### src/hw/ahc_pkg.sv
// Shared constants and carrier types for the audio-to-vibration config bank.
// Assumes a 20 MHz core clock and a host register port decoded upstream.
package ahc_pkg;

  // Register offsets.
  localparam logic [7:0] ADDR_AUDIO_CTRL = 8'h11;
  localparam logic [7:0] ADDR_MIN_INPUT = 8'h12;
  localparam logic [7:0] ADDR_MAX_INPUT = 8'h13;
  localparam logic [7:0] ADDR_MIN_DRIVE = 8'h14;
  localparam logic [7:0] ADDR_MAX_DRIVE = 8'h15;
  localparam logic [7:0] ADDR_RATED = 8'h16;

  // Field positions within audio_path_control.
  localparam int PEAK_SEL_LSB = 2;
  localparam int CUT_SEL_LSB = 0;

  // Reset values.
  localparam logic [1:0] PEAK_SEL_RST = 2'h1;
  localparam logic [1:0] CUT_SEL_RST = 2'h1;
  localparam logic [7:0] MIN_INPUT_RST = 8'h19;
  localparam logic [7:0] MAX_INPUT_RST = 8'hff;
  localparam logic [7:0] MIN_DRIVE_RST = 8'h19;
  localparam logic [7:0] MAX_DRIVE_RST = 8'hff;
  localparam logic [7:0] RATED_RST = 8'h3f;

  // Timing: the audio path runs on a 1 ms sample tick.
  localparam int CLK_PERIOD_NS = 50;
  localparam int TICK_TIME_NS = 1000000;
  localparam int TICK_CYCLES = TICK_TIME_NS / CLK_PERIOD_NS;
  // Peak window is (code + 1) times this many ticks: 10/20/30/40 ms.
  localparam logic [5:0] PEAK_STEP_MS = 6'h0a;

  // One-pole low-pass weights for 100/125/150/200 Hz at a 1 kHz rate,
  // as 1 - exp(-2*pi*fc/fs) in units of 1/256, indexed by cutoff code.
  localparam logic [3:0][7:0] LPF_COEF = {8'hb7, 8'h9c, 8'h8b, 8'h77};

  typedef struct packed {
    logic wr;
    logic rd;
    logic [7:0] addr;
    logic [7:0] wdata;
  } ahc_reg_req_t;

  typedef struct packed {
    logic [7:0] level;
    logic done;
  } ahc_peak_t;

endpackage

### src/hw/ahc_config_regs.sv
// Register bank and drive mapping for the audio-to-vibration path.
// Assumes the bus interface hands over decoded single-cycle requests.
`timescale 1ns/1ns
`default_nettype none
module ahc_config_regs
  import ahc_pkg::*;
#(
  parameter int TICK_LEN = TICK_CYCLES
) (
  input wire logic clk,
  input wire logic rst_n,
  input wire ahc_reg_req_t reg_req,
  output logic [7:0] reg_rdata,
  output logic reg_rvalid,
  input wire logic [7:0] analog_input_trigger_pin,
  input wire logic audio_mode,
  input wire logic closed_loop_mode,
  input wire logic [7:0] overdrive_level,
  output logic [7:0] drive_level,
  output logic drive_update,
  output logic [7:0] full_scale_ref,
  output logic [7:0] rated_level_out
);
  localparam int TW = $clog2(TICK_LEN);

  if (TICK_LEN < 2) begin : g_bad_tick
    $error("TICK_LEN must be at least 2");
  end

  logic [1:0] peak_window_select;
  logic [1:0] lowpass_cutoff_select;
  logic [7:0] input_floor_level;
  logic [7:0] input_full_scale_level;
  logic [7:0] drive_floor_level;
  logic [7:0] drive_ceiling_level;
  logic [7:0] motor_rated_level;
  logic [TW-1:0] tick_cnt;
  logic tick;
  logic [7:0] filt_level;
  ahc_peak_t peak;
  logic [7:0] next_drive;
  logic [7:0] lo_drive;
  logic [7:0] in_span;
  logic [7:0] drv_span;
  logic [15:0] scaled;
  logic [7:0] next_rdata;

  // Sample tick divider.
  always_ff @(posedge clk) begin
    if (!rst_n) begin
      tick_cnt <= '0;
      tick <= 1'b0;
    end else begin
      tick <= (tick_cnt == TW'(TICK_LEN - 1));
      tick_cnt <= (tick_cnt == TW'(TICK_LEN - 1)) ? '0 : tick_cnt + 1'b1;
    end
  end

  // Register writes; offsets outside the bank are ignored.
  always_ff @(posedge clk) begin
    if (!rst_n) begin
      peak_window_select <= PEAK_SEL_RST;
      lowpass_cutoff_select <= CUT_SEL_RST;
      input_floor_level <= MIN_INPUT_RST;
      input_full_scale_level <= MAX_INPUT_RST;
      drive_floor_level <= MIN_DRIVE_RST;
      drive_ceiling_level <= MAX_DRIVE_RST;
      motor_rated_level <= RATED_RST;
    end else if (reg_req.wr) begin
      unique case (reg_req.addr)
        ADDR_AUDIO_CTRL: begin
          peak_window_select <= reg_req.wdata[PEAK_SEL_LSB +: 2];
          lowpass_cutoff_select <= reg_req.wdata[CUT_SEL_LSB +: 2];
        end
        ADDR_MIN_INPUT: input_floor_level <= reg_req.wdata;
        ADDR_MAX_INPUT: input_full_scale_level <= reg_req.wdata;
        ADDR_MIN_DRIVE: drive_floor_level <= reg_req.wdata;
        ADDR_MAX_DRIVE: drive_ceiling_level <= reg_req.wdata;
        ADDR_RATED: motor_rated_level <= reg_req.wdata;
        default: begin
        end
      endcase
    end
  end

  // Readback; reserved control bits and unmapped offsets read as zero.
  always_comb begin
    unique case (reg_req.addr)
      ADDR_AUDIO_CTRL: next_rdata = {4'h0, peak_window_select,
                                     lowpass_cutoff_select};
      ADDR_MIN_INPUT: next_rdata = input_floor_level;
      ADDR_MAX_INPUT: next_rdata = input_full_scale_level;
      ADDR_MIN_DRIVE: next_rdata = drive_floor_level;
      ADDR_MAX_DRIVE: next_rdata = drive_ceiling_level;
      ADDR_RATED: next_rdata = motor_rated_level;
      default: next_rdata = 8'h00;
    endcase
  end

  always_ff @(posedge clk) begin
    if (!rst_n) begin
      reg_rdata <= 8'h00;
      reg_rvalid <= 1'b0;
    end else begin
      reg_rvalid <= reg_req.rd;
      if (reg_req.rd) begin
        reg_rdata <= next_rdata;
      end
    end
  end

  ahc_lowpass u_lowpass (
    .clk(clk),
    .rst_n(rst_n),
    .tick(tick),
    .cut_sel(lowpass_cutoff_select),
    .level_in(analog_input_trigger_pin),
    .level_out(filt_level)
  );

  ahc_peak_detect u_peak (
    .clk(clk),
    .rst_n(rst_n),
    .tick(tick),
    .peak_sel(peak_window_select),
    .level_in(filt_level),
    .peak(peak)
  );

  // Input and drive codes share one 1.8 V / 255 and 100 % / 255 scale, so
  // the mapping works on raw codes. If the ceiling is set under the floor,
  // the ceiling wins so the actuator is never overdriven.
  always_comb begin
    lo_drive = (drive_ceiling_level < drive_floor_level) ?
               drive_ceiling_level : drive_floor_level;
    drv_span = drive_ceiling_level - lo_drive;
    in_span = input_full_scale_level - input_floor_level;
    scaled = 16'h0000;
    if (!audio_mode || peak.level < input_floor_level) begin
      next_drive = 8'h00;
    end else if (peak.level >= input_full_scale_level) begin
      next_drive = drive_ceiling_level;
    end else begin
      scaled = 16'((peak.level - input_floor_level) * drv_span) /
               {8'h00, in_span};
      next_drive = lo_drive + scaled[7:0];
    end
  end

  always_ff @(posedge clk) begin
    if (!rst_n) begin
      drive_level <= 8'h00;
      drive_update <= 1'b0;
    end else begin
      drive_update <= peak.done;
      if (!audio_mode) begin
        drive_level <= 8'h00;
      end else if (peak.done) begin
        drive_level <= next_drive;
      end
    end
  end

  // The calibration engine reads the rated level; see host duties.
  always_ff @(posedge clk) begin
    if (!rst_n) begin
      full_scale_ref <= 8'h00;
      rated_level_out <= RATED_RST;
    end else begin
      rated_level_out <= motor_rated_level;
      full_scale_ref <= closed_loop_mode ? motor_rated_level
                                         : overdrive_level;
    end
  end

  // Ticks counted since the last window end. A control write in mid-window
  // changes its length on purpose, so such a window is not measured.
  logic [5:0] win_ticks;
  logic win_clean;

  always_ff @(posedge clk) begin
    if (!rst_n) begin
      win_ticks <= 6'h00;
      win_clean <= 1'b1;
    end else if (peak.done) begin
      win_ticks <= 6'h00;
      win_clean <= 1'b1;
    end else begin
      if (tick) begin
        win_ticks <= win_ticks + 6'h01;
      end
      if (reg_req.wr && reg_req.addr == ADDR_AUDIO_CTRL) begin
        win_clean <= 1'b0;
      end
    end
  end
endmodule
`default_nettype wire

### src/hw/ahc_lowpass.sv
// One-pole low-pass filter on the rectified input level.
// Assumes tick is a one-cycle pulse at the 1 kHz sample rate.
`timescale 1ns/1ns
`default_nettype none
module ahc_lowpass
  import ahc_pkg::*;
(
  input wire logic clk,
  input wire logic rst_n,
  input wire logic tick,
  input wire logic [1:0] cut_sel,
  input wire logic [7:0] level_in,
  output logic [7:0] level_out
);
  logic [15:0] acc;
  logic signed [16:0] diff;
  logic signed [25:0] prod;
  logic signed [25:0] step;

  // Eight fraction bits keep small steps from stalling the filter.
  always_comb begin
    diff = $signed({1'b0, level_in, 8'h00}) - $signed({1'b0, acc});
    prod = diff * $signed({1'b0, LPF_COEF[cut_sel]});
    step = prod >>> 8;
  end

  always_ff @(posedge clk) begin
    if (!rst_n) begin
      acc <= 16'h0000;
    end else if (tick) begin
      acc <= acc + step[15:0];
    end
  end

  assign level_out = acc[15:8];
endmodule
`default_nettype wire

### src/hw/ahc_peak_detect.sv
// Peak hold over a window of 10 to 40 sample ticks.
// Assumes tick is a one-cycle pulse every millisecond.
`timescale 1ns/1ns
`default_nettype none
module ahc_peak_detect
  import ahc_pkg::*;
(
  input wire logic clk,
  input wire logic rst_n,
  input wire logic tick,
  input wire logic [1:0] peak_sel,
  input wire logic [7:0] level_in,
  output ahc_peak_t peak
);
  logic [5:0] ms_cnt;
  logic [5:0] window_ms;
  logic [7:0] running;
  logic [7:0] next_running;

  always_comb begin
    window_ms = 6'(PEAK_STEP_MS * ({4'h0, peak_sel} + 6'h01));
    next_running = (level_in > running) ? level_in : running;
  end

  // A shortened window takes effect at once; the count wraps at the end.
  always_ff @(posedge clk) begin
    if (!rst_n) begin
      ms_cnt <= 6'h00;
      running <= 8'h00;
      peak <= '0;
    end else begin
      peak.done <= 1'b0;
      if (tick) begin
        if (ms_cnt >= window_ms - 6'h01) begin
          ms_cnt <= 6'h00;
          running <= 8'h00;
          peak.level <= next_running;
          peak.done <= 1'b1;
        end else begin
          ms_cnt <= ms_cnt + 6'h01;
          running <= next_running;
        end
      end
    end
  end
endmodule
`default_nettype wire

### config.mk
export PLATFORM = sky130hd
export DESIGN_NAME = ahc_config_regs
export DESIGN_NICKNAME = d
export VERILOG_FILES = /design/src/hw/ahc_pkg.sv /design/src/hw/ahc_config_regs.sv /design/src/hw/ahc_lowpass.sv /design/src/hw/ahc_peak_detect.sv
export SDC_FILE = /design/constraint.sdc
export NUM_CORES = 1
export LEC_CHECK = 0
export ABC_AREA = 0
export BUFFER_PORTS_ARGS = -buffer_cell sky130_fd_sc_hd__buf_2
export CAP_MARGIN = 25
export CORE_UTILIZATION = 40
export CTS_CLUSTER_SIZE = 10
export DETAILED_ROUTE_END_ITERATION = 8
export GPL_ROUTABILITY_DRIVEN = 0
export RECOVER_POWER = 100
export SYNTH_ARGS = -nofsm -noshare
export SYNTH_HDL_FRONTEND = slang
export SYNTH_HIERARCHICAL = 1
export SYNTH_SLANG_ARGS = --single-unit
### constraint.sdc
create_clock -name clk -period 44.8 [get_ports clk]
set_input_delay 8.96 -clock clk [delete_from_list [all_inputs] [get_ports clk]]
set_output_delay 8.96 -clock clk [all_outputs]
set_load 0.05 [all_outputs]
==> results of run 1 <==
final cells by class:
type	instances	area (um2)
clock buffers	18	439.2
clock inverters	14	162.7
fillers	5302	29590
inverters	323	1212
multi-input cells	2139	17230
flip-flops and latches	133	2663
well taps	688	860.8
repair buffers	97	501.7
critical path: cells and delay by family (launching register included):
family / cells / cell delay [ns]
simple gates: 42 / 9.05
buf+inv: 9 / 0.87
mux: 6 / 2.11
xor+xnor: 2 / 0.55
flops: 1 / 0.54
fa+ha+maj: 26 / 8.16
compound gates: 95 / 20.69
registers in the layout (all words and copies together) (netlist names):
register	flops
drive_level	8
lowpass_cutoff_select	2
drive_ceiling_level	8
u_lowpass/acc	16
tick_cnt	15
u_peak/ms_cnt	6
peak_window_select	2
input_full_scale_level	8
input_floor_level	8
tick	1
reg_rdata	8
motor_rated_level	8
reg_rvalid	1
u_peak/running	8
u_peak/peak	9
full_scale_ref	8
drive_floor_level	8
drive_update	1
rated_level_out	8
per-stage QoR:
stage          setup TNS [ns]    util  cells  instance area, um2  hold WS [ns]
4_1_cts                     0  0.4357   3401               22940        0.4731
6_report                    0  0.4381   3412               23070        0.4688
2_1_floorplan               0       -   2680               21380        0.4302
3_5_place_dp                0  0.4242   3369               22340        0.4559
5_1_grt               -0.1398  0.4381   3412               23070        0.4928
3_3_place_gp                0  0.4242   3369               22340        0.4395
worst paths after layout:
check	startpoint	end	slack (ns)	cells after the start
worst min register to register	tick_cnt[0]	tick_cnt[0]	0.47	1
worst max register to register	drive_ceiling_level[4]	drive_level[6]	2.71	180
worst min-delay path	tick_cnt[0]	tick_cnt[0]	0.47	1
worst max-delay path	drive_ceiling_level[4]	drive_level[6]	2.71	180
timing repair:
action                     in CTS  in global routing
setup endpoints to repair       0                  8
resized for setup               0                 32
hold buffers                    0                  0
setup buffers                   0                 11
routing by layer:
layer,wire length [um],global-route usage,part of all wire,up-vias
li1,-,-,-,9321
met1,26290,0.2777,0.47,9018
met2,26030,0.3444,0.47,433
met3,2313,0.02258,0.041,67
met4,1148,0.05331,0.021,0
met5,0,0,0,-
placed cells by master, fill, tap and decap left out, types with 69 or more instances in the layout:
cell,count
a21oi_1,113
dfxtp_1,133
fa_1,158
ha_1,256
inv_1,321
mux2i_1,69
nand2_1,226
nor2_1,244
nor2b_1,78
nor3_1,86
o21ai_0,87
xnor2_1,77
cells by family (layout without fill, tap and decap cells):
logic type,count (synthesis),after routing,share of synthesized area
muxes,104,104,0.05185
AOI/OAI and AO/OA,558,558,0.1804
xor gates and xnor gates,128,128,0.05308
buffers and inverters,408,452,0.07462
and+or+nand+nor,930,930,0.2151
DFF,133,133,0.1245
adders and majority gates,419,419,0.3004
synth_stat cells, types with 34 or more instances:
| cell | n | share of area |
|---|---|---|
| ha_1 | 257 | 0.15 |
| o21ai_0 | 90 | 0.021 |
| dfxtp_1 | 133 | 0.12 |
| o211ai_1 | 34 | 0.012 |
| and2_1 | 41 | 0.012 |
| nor2_1 | 243 | 0.043 |
| o21a_1 | 63 | 0.022 |
| a21oi_1 | 117 | 0.027 |
| mux2i_1 | 69 | 0.032 |
| nor3_1 | 88 | 0.021 |
| xnor2_1 | 79 | 0.032 |
| xor2_1 | 48 | 0.020 |
| a21o_1 | 44 | 0.015 |
| clkbuf_1 | 60 | 0.011 |
| nor2b_1 | 78 | 0.023 |
| nand2b_1 | 57 | 0.017 |
| nand3_1 | 64 | 0.015 |
| inv_1 | 320 | 0.056 |
| fa_1 | 158 | 0.15 |
| nand2_1 | 227 | 0.040 |
==> results, run 1 <==
- At the pin with the least slew margin, the transition time is 4.071 ns.
- The port buffer count is 71.
- The final route contains 18840 vias.
- The tightest min-delay check is of the register to register type.
- The number of distinct library cells after synthesis is around 100.
- The first global-routing pass estimated just over 90000 um of wire.
- The final wirelength is approximately 56000 um.
- The area added between synthesis and finish is 7.906%.
- The checks that failed: capacitance limit, slew limit.
- For this run, the post-layout net count is 3164.
- The cell area after synthesis is 21380 um2.
- Data on the critical path is required at its endpoint by 45.16 ns.
- The root buffer cell is clkbuf_16.
- The depth of the CTS H-tree is 4.
- The effective utilization at floorplan is 0.4060.
- The count of final hold-check violations was 0.
- On the worst path, the slowest cell contributes a delay of roughly 0.63 ns.
- The dominant synthesized flop cell is dfxtp_1.
- The setup slack of the critical path after layout is 2.711 ns.
- The core area is 52660 um2.
- In this run the horizontal extent of the chip is about 230 um.
- The register area share after synthesis is 0.1245.
- The via count of the first global-routing pass was 18490.
- Synthesis produced about 2700 cells.
- For this run, the number of Yosys warnings is 6.
- The max-slew violation count is 105.
- The top fanout value on the critical path is 19.
- The repair_antennas step left the layout with diodes totalling 0.
- STA classifies the critical path startpoint as a register.
- The residual DRC count is 0.
- After legalization and detailed placement, the total HPWL measured 45120 um.
- After detailed routing, the number of vias per cell comes to 5.521.
- The clock latency on the worst-skew pair is 0.43 ns.
- Max-cap violations in this run came to 1.
- At the placement stage, the worst setup path has a slack of roughly 0.11 ns.
- Derived from the worst setup path, the maximum achievable clock frequency is approximately 24 MHz.
- The CTS tree is yes.
- The arrival time of the worst setup path is 42.45 ns.
- For this run the aggregate overflow at the end of global routing stands at 0.
- The share of flip-flops with an asynchronous set or reset after synthesis is 0.
- The run finished, with violations left.
- Entering global routing, the biggest net connects about 110 pins.
- The clock passes through at most 2 buffers.
- The die covers 54380 um2.
- In the final layout, the share of cells above drive strength 1 is 0.07489.
- Setup violations remaining at the end of the flow were counted as 0.
- The number of CTS-inserted buffers is 17.
- Counting flops and latches in the post-synthesis netlist gives roughly 130.
- The cell repeated most along the worst path is o21a_1.
- The number of sinks handled by clock tree synthesis is 133.
- When the netlist entered floorplanning its net count stood at ~3100.
- The average instance area after synthesis is 7.977 um2.
- Dividing the detail-routed wire length by the instance count gives 16.35 um.
- The post-route antenna net violation count is 0.
- The number of standard-cell rows in the floorplan is 84.
- The minimum clock period is between 40 and 50 ns.
- The initial DRC count is 1121.
- The pre-antenna-repair detailed-routing pass consisted of 5 iterations.
- The die is 233.2 um tall.
- By startpoint and endpoint, the worst setup path is classified as register to register.
- just over 70 I/O pins were placed.
- The worst pin sits at a relative slew slack of -1.714.
- The worst setup path is captured at a register.
- After clock tree synthesis, the clock-pin slew on the worst setup and hold paths is 0.07 ns.
- The total global routing track utilization is 0.2051.
- The number of antenna violations at the first check in global routing is 0.
- Dividing the final minimum period by the clock period gives 0.9395.
- The slowest cell on the critical path is or4_1.
- The final worst clock skew is 0.01460 ns.
- In this run, synthesis inferred 0 flip-flops with an integrated enable.
Power of run 1 is left out: the tool's default activity adds up to more than one toggle a clock period on the data nets, which glitch-free logic cannot reach.
==> run 2: changes to the inputs <==
--- a/config.mk
+++ b/config.mk
@@ -8,10 +8,13 @@
 export ABC_AREA = 0
 export BUFFER_PORTS_ARGS = -buffer_cell sky130_fd_sc_hd__buf_2
 export CAP_MARGIN = 25
+export CELL_PAD_IN_SITES_DETAIL_PLACEMENT = 0
+export CELL_PAD_IN_SITES_GLOBAL_PLACEMENT = 2
 export CORE_UTILIZATION = 40
 export CTS_CLUSTER_SIZE = 10
 export DETAILED_ROUTE_END_ITERATION = 8
 export GPL_ROUTABILITY_DRIVEN = 0
+export PLACE_DENSITY_LB_ADDON = 0.1
 export RECOVER_POWER = 100
 export SYNTH_ARGS = -nofsm -noshare
 export SYNTH_HDL_FRONTEND = slang
==> results, run 2 (synthesis results as in run 1) <==
- Outcome: finished, violations left (unchanged).
- Failing checks: capacitance limit, slew limit (unchanged).
- The count of placed standard cells in the final layout, fillers left out is 3412 (unchanged).
- The flip-flop count of the largest register after layout is 16 (unchanged).
- The number of CTS-inserted buffers is 17 (unchanged).
- The max-slew violation count is 108 (was 105).
- The number of cells in the design after placement is 3371 (was 3369).
- The fraction of the cycle the final worst path needs is 0.9343 (was 0.9395).
- The multi-input logic area is 17220 um2 (was 17230 um2).
- The initial DRC count is 979 (was 1121).
- The final net count was 3165 (was 3164).
- The maximum number of pins on one net before global-route repair is 67 (was 105).
- The die span in y is 233.2 um (unchanged).
- The via count of the first global-routing pass is 18360 (was 18490).
- The core area is 52660 um2 (unchanged).
- The effective utilization at floorplan is 0.4060 (unchanged).
- The clock-pin slew reported for the worst setup and hold paths after clock tree synthesis is 0.06 ns (was 0.07 ns).
- Largest registers: u_lowpass/acc x16, tick_cnt x15, u_peak/peak x9 (unchanged).
- The slew at the pin with the worst max-slew slack is 2.577 ns (was 4.071 ns).
- The cell type group with the largest total delay on the critical path is compound AO/OA/AOI/OAI gates (unchanged).
- The cell repeated most along the worst path was o21a_1 (unchanged).
- The most common library cell in the layout ignoring fill and taps is inv_1 (unchanged).
- The element type at the critical path start is a register (unchanged).
- The data required time of the critical path is 45.14 ns (was 45.16 ns).
- The CTS tree is yes (unchanged).
- The area added between synthesis and finish is 7.836% (was 7.906%).
- The count of pins on the block boundary came to 72 (unchanged).
- The die width is 233.2 um (unchanged).
- The total global routing track utilization is 0.2198 (was 0.2051).
- The residual DRC count is 0 (unchanged).
- The number of standard-cell rows in the floorplan was 84 (unchanged).
- The kind of end point of the critical path is a register (unchanged).
- The category of the most critical setup path was register to register (unchanged).
- The fill cell instance count of the final layout is 5416 (was 5302).
- The final number of setup-violating endpoints is 0 (unchanged).
- The maximum clock rate is 23.89 MHz (was 23.76 MHz).
- The total global routing overflow was 0 (unchanged).
- The post-route antenna net violation count came to 0 (unchanged).
- The clock latency on the worst-skew pair is 0.44 ns (was 0.43 ns).
- The depth of the CTS H-tree is 4 (unchanged).
- The top fanout value on the critical path is 19 (unchanged).
- The worst-case hold slack is 0.4621 ns (was 0.4688 ns).
- The minimum clock period is 41.86 ns (was 42.09 ns).
- The sum of net half-perimeters after detailed placement is 48030 um (was 45120 um).
- The arrival time of the worst setup path is 42.20 ns (was 42.45 ns).
- The worst slew slack as a fraction of its limit is -0.7181 (was -1.714).
- The register name with the most flops is u_lowpass/acc (unchanged).
- Commonest cells after routing, fill and taps aside: inv_1 (321), ha_1 (256), nor2_1 (244) (unchanged).
- The count of maximum capacitance violations came to 2 (was 1).
- The floorplan die area is 54380 um2 (unchanged).
- The routed via count divided by cell count was 5.391 (was 5.521).
- The post-route setup TNS is 0 ns (unchanged).
- The count of hold-fix buffers inserted at cts is 0 (unchanged).
- The number of buffer and inverter stages on the critical path was 8 (was 9).
- The final worst clock skew came to 0.01346 ns (was 0.01460 ns).
- The port buffer count came to 71 (unchanged).
- The final wirelength is 58390 um (was 55780 um).
- The share of layout cells above drive strength 1 is 0.07526 (was 0.07489).
- The detail-routed net length per standard cell is 17.11 um (was 16.35 um).
- The count of final hold-check violations is 0 (unchanged).
- The storage element area is 2665 um2 (was 2663 um2).
- The number of sinks handled by clock tree synthesis is 133 (unchanged).
- The worst hold-check path type is register to register (unchanged).
- The slowest cell on the critical path is or4_1 (unchanged).
- The number of antenna violations at the first check in global routing was 0 (unchanged).
- The worst-case clock buffer depth was 2 (unchanged).
- The wire length of the first global-routing pass was 96070 um (was 91650 um).
- The root buffer cell is clkbuf_16 (unchanged).
- The via total after detailed routing is 18390 (was 18840).
- The number of detailed-routing iterations run before antenna repair is 5 (unchanged).
- The stage delay of the slowest cell on the critical path was 0.62 ns (was 0.63 ns).
- The antenna cell count is 0 (unchanged).
==> run 2: changes by cell type in the layout (fill, tap and decap cells not counted), sizes merged <==
cell	delta
clkinvlp	+3
inv	-2
buf	+1
clkinv	-3
bufinv	+1
==> run 2: layer usage <==
| layer | share of wire | vias to the layer above | GRT usage |
|---|---|---|---|
| met5 | 0 | - | 0 |
| li1 | - | 9309 | - |
| met2 | 0.46 | 250 | 0.3680 |
| met1 | 0.50 | 8793 | 0.3078 |
| met4 | 0.012 | 0 | 0.03922 |
| met3 | 0.027 | 41 | 0.01965 |
==> run 2: final timing paths <==
kind / from / end / slack (ns) / cells after the start
max: drive_floor_level[4] / drive_level[6] / 2.94 / 183
min reg2reg: tick_cnt[0] / tick_cnt[0] / 0.46 / 1
min: tick_cnt[0] / tick_cnt[0] / 0.46 / 1
max reg2reg: drive_floor_level[4] / drive_level[6] / 2.94 / 183
==> run 2: worst reg2reg max path: cells and delay by family, from the launching register on <==
family	cells	cell delay (ns)
AO/OA/AOI/OAI	95	20.21
multiplexers	7	2.29
buffers and inverters	8	1.14
adder cells (fa/ha/maj)	26	8.24
XOR/XNOR	2	0.59
AND/OR/NAND/NOR	45	8.88
flip-flops	1	0.42
==> run 2: cell type report <==
type,count,area share
clock buffer,18,0.01905
inverter,323,0.05259
sequential,133,0.1156
multi-input combinational,2139,0.7470
timing repair buffer,98,0.02209
clock inverter,13,0.006350
tap,688,0.03734
==> run 2: timing repair <==
item                                    4_1_cts  5_1_grt
endpoints found under the setup margin        1        8
gates cloned                                  0        0
gates resized for setup                       2       32
setup buffers                                 0       10
pin swaps                                     0        5
==> run 2: through the flow <==
step,utilization,setup WS [ns],instance area (um2)
floorplan,-,4.738,21380
global placement,0.4246,1.048,22360
detailed placement,0.4246,0.05464,22360
CTS,0.4359,0.1489,22950
global route,0.4378,-0.1217,23050
finish,0.4378,2.942,23050
Power of run 2 is left out for the same reason.
==> run 3: changes to the inputs <==
--- a/config.mk
+++ b/config.mk
@@ -11,11 +11,13 @@
 export CELL_PAD_IN_SITES_DETAIL_PLACEMENT = 0
 export CELL_PAD_IN_SITES_GLOBAL_PLACEMENT = 2
 export CORE_UTILIZATION = 40
+export CTS_BUF_LIST = sky130_fd_sc_hd__clkbuf_16
 export CTS_CLUSTER_SIZE = 10
 export DETAILED_ROUTE_END_ITERATION = 8
 export GPL_ROUTABILITY_DRIVEN = 0
 export PLACE_DENSITY_LB_ADDON = 0.1
 export RECOVER_POWER = 100
+export SKIP_CTS_REPAIR_TIMING = 1
 export SYNTH_ARGS = -nofsm -noshare
 export SYNTH_HDL_FRONTEND = slang
 export SYNTH_HIERARCHICAL = 1
==> results, run 3 (synthesis results as in run 1) <==
- The detail-routed net length per standard cell is 17.15 um (was 17.11 um).
- The worst-case setup slack after placement is 0.05464 ns (unchanged).
- The CTS tree is yes (unchanged).
- The final wirelength is 58510 um (was 58390 um).
- The slew at the pin with the worst max-slew slack is 2.586 ns (was 2.577 ns).
- The flop-to-flop setup slack is 2.91 ns (was 2.94 ns).
- The depth of the CTS H-tree was 4 (unchanged).
- The number of antenna violations at the first check in global routing is 0 (unchanged).
- The wire length of the first global-routing pass was 96080 um (was 96070 um).
- The register name with the most flops was u_lowpass/acc (unchanged).
- The kind of end point of the critical path is a register (unchanged).
- The area added between synthesis and finish is 7.754% (was 7.836%).
- The start point of the critical path is drive_floor_level[4] (unchanged).
- The timing endpoint of the critical path is drive_level[6] (unchanged).
- Outcome: finished, violations left (unchanged).
- The flip-flop count of the largest register after layout is 16 (unchanged).
- The number of cells in the design after placement is 3371 (unchanged).
- The port buffer count is 71 (unchanged).
- The antenna cell count is 0 (unchanged).
- The cell repeated most along the worst path was o21a_1 (unchanged).
- The instance count along the most critical hold path is 1 (unchanged).
- The top fanout value on the critical path came to 19 (unchanged).
- The stage delay of the slowest cell on the critical path is 0.64 ns (was 0.62 ns).
- The max-slew violation count is 108 (unchanged).
- The multi-input logic area is 17220 um2 (unchanged).
- The setup slack of the critical path after layout was 2.908 ns (was 2.942 ns).
- The worst slew slack as a fraction of its limit came to -0.7238 (was -0.7181).
- The residual DRC count came to 0 (unchanged).
- The storage element area came to 2665 um2 (unchanged).
- The total global routing overflow is 0 (unchanged).
- The data required time of the critical path is 45.14 ns (about the same).
- The number of CTS-inserted buffers came to 17 (unchanged).
- The end of the worst register-to-register path is drive_level[6] (unchanged).
- The final worst clock skew came to 0.01316 ns (was 0.01346 ns).
- The via count of the first global-routing pass is 18360 (about the same).
- The fraction of the cycle the final worst path needs is 0.9351 (was 0.9343).
- The initial DRC count is 998 (was 979).
- The minimum clock period is 41.89 ns (was 41.86 ns).
- The root buffer cell is clkbuf_16 (unchanged).
- The slowest cell on the critical path is or4_1 (unchanged).
- The number of detailed-routing iterations run before antenna repair was 6 (was 5).
- The die width is 233.2 um (unchanged).
- Failing checks: capacitance limit, slew limit (unchanged).
- The sum of net half-perimeters after detailed placement is 48030 um (unchanged).
- The final instance area came to 23040 um2 (was 23050 um2).
- The routed via count divided by cell count is 5.403 (was 5.391).
- The count of final hold-check violations was 0 (unchanged).
- The element type at the critical path start is a register (unchanged).
- The count of maximum capacitance violations is 2 (unchanged).
- The count of pins on the block boundary was 72 (unchanged).
- The post-route antenna net violation count is 0 (unchanged).
- Largest registers: u_lowpass/acc x16, tick_cnt x15, u_peak/peak x9 (unchanged).
- The maximum number of pins on one net before global-route repair was 67 (unchanged).
- The final number of setup-violating endpoints is 0 (unchanged).
- The floorplan die area is 54380 um2 (unchanged).
- The worst hold-check path type is register to register (unchanged).
- The placed cell area is 22360 um2 (unchanged).
- The arrival time of the worst setup path is 42.23 ns (was 42.20 ns).
- The die span in y is 233.2 um (unchanged).
- Commonest cells after routing, fill and taps aside: inv_1 (321), ha_1 (256), nor2_1 (244) (unchanged).
- The number of sinks handled by clock tree synthesis is 133 (unchanged).
- The count of placed standard cells in the final layout, fillers left out is 3411 (was 3412).
- The number of standard-cell rows in the floorplan was 84 (unchanged).
- The clock-pin slew reported for the worst setup and hold paths after clock tree synthesis is 0.06 ns (about the same).
- The via total after detailed routing was 18430 (was 18390).
- The clock latency on the worst-skew pair is 0.43 ns (was 0.44 ns).
- The maximum clock rate is 23.87 MHz (was 23.89 MHz).
- The final net count came to 3164 (was 3165).
- The share of layout cells above drive strength 1 was 0.07455 (was 0.07526).
- The core area came to 52660 um2 (unchanged).
- The critical register-to-register path startpoint is drive_floor_level[4] (unchanged).
- The worst-case clock buffer depth was 2 (unchanged).
- The total global routing track utilization is 0.2198 (about the same).
- The effective utilization at floorplan is 0.4060 (unchanged).
- The depth of the worst register-to-register path came to 183 (unchanged).
- The most common library cell in the layout ignoring fill and taps is inv_1 (unchanged).
- The category of the most critical setup path is register to register (unchanged).
- The fill cell instance count of the final layout is 5419 (was 5416).
==> run 3: cell types whose count changed in the layout (fill, tap and decap cells not counted) <==
cell      change
clkbuf_8      -1
clkinv_1      +1
buf_4         -1
==> run 3: critical path: cells and delay by family, from the launching register on <==
kind                       cells  cell delay, ns
adders and majority gates     26            8.24
xor gates and xnor gates       2            0.58
muxes                          7            2.32
DFF                            1            0.42
buffers and inverters          8            1.14
AOI/OAI and AO/OA             97           20.54
and+or+nand+nor               43            8.51
==> run 3: per-layer routing <==
metal / vias to the layer above / track usage / share of wire
met5: - / 0 / 0
met4: 0 / 0.03922 / 0.012
met3: 40 / 0.01965 / 0.027
li1: 9307 / - / -
met1: 8811 / 0.3079 / 0.50
met2: 271 / 0.3680 / 0.46
==> run 3: cell type report <==
type	count	share of cell area
Clock buffer	17	0.01847
Clock inverter	14	0.006517
Inverter	323	0.05263
Multi-Input combinational cell	2139	0.7476
Sequential cell	133	0.1157
Tap cell	688	0.03737
Timing Repair Buffer	97	0.02178
==> run 3: worst min path at each step <==
| stage | start | to | slack (ns) |
|---|---|---|---|
| 3_5_place_dp | drive_level[2] | drive_level[2] | 0.45 |
| 6_report | tick_cnt[0] | tick_cnt[0] | 0.46 |
| 3_3_place_gp | tick_cnt[0] | tick_cnt[0] | 0.44 |
| 5_1_grt | u_peak/running[6] | u_peak/running[6] | 0.48 |
| 4_1_cts | tick_cnt[0] | tick_cnt[0] | 0.46 |
| 2_1_floorplan | tick_cnt[0] | tick_cnt[0] | 0.43 |
==> run 3: through the flow <==
| stage | hold WS, ns | setup TNS (ns) | utilization |
|---|---|---|---|
| after floorplan | 0.4302 | 0 | - |
| after global placement | 0.4422 | 0 | 0.4246 |
| after detailed placement | 0.4479 | 0 | 0.4246 |
| after CTS | 0.4649 | -0.1295 | 0.4356 |
| after global routing | 0.4839 | -0.1129 | 0.4375 |
| final | 0.4619 | 0 | 0.4375 |
Power of run 3 is left out for the same reason.
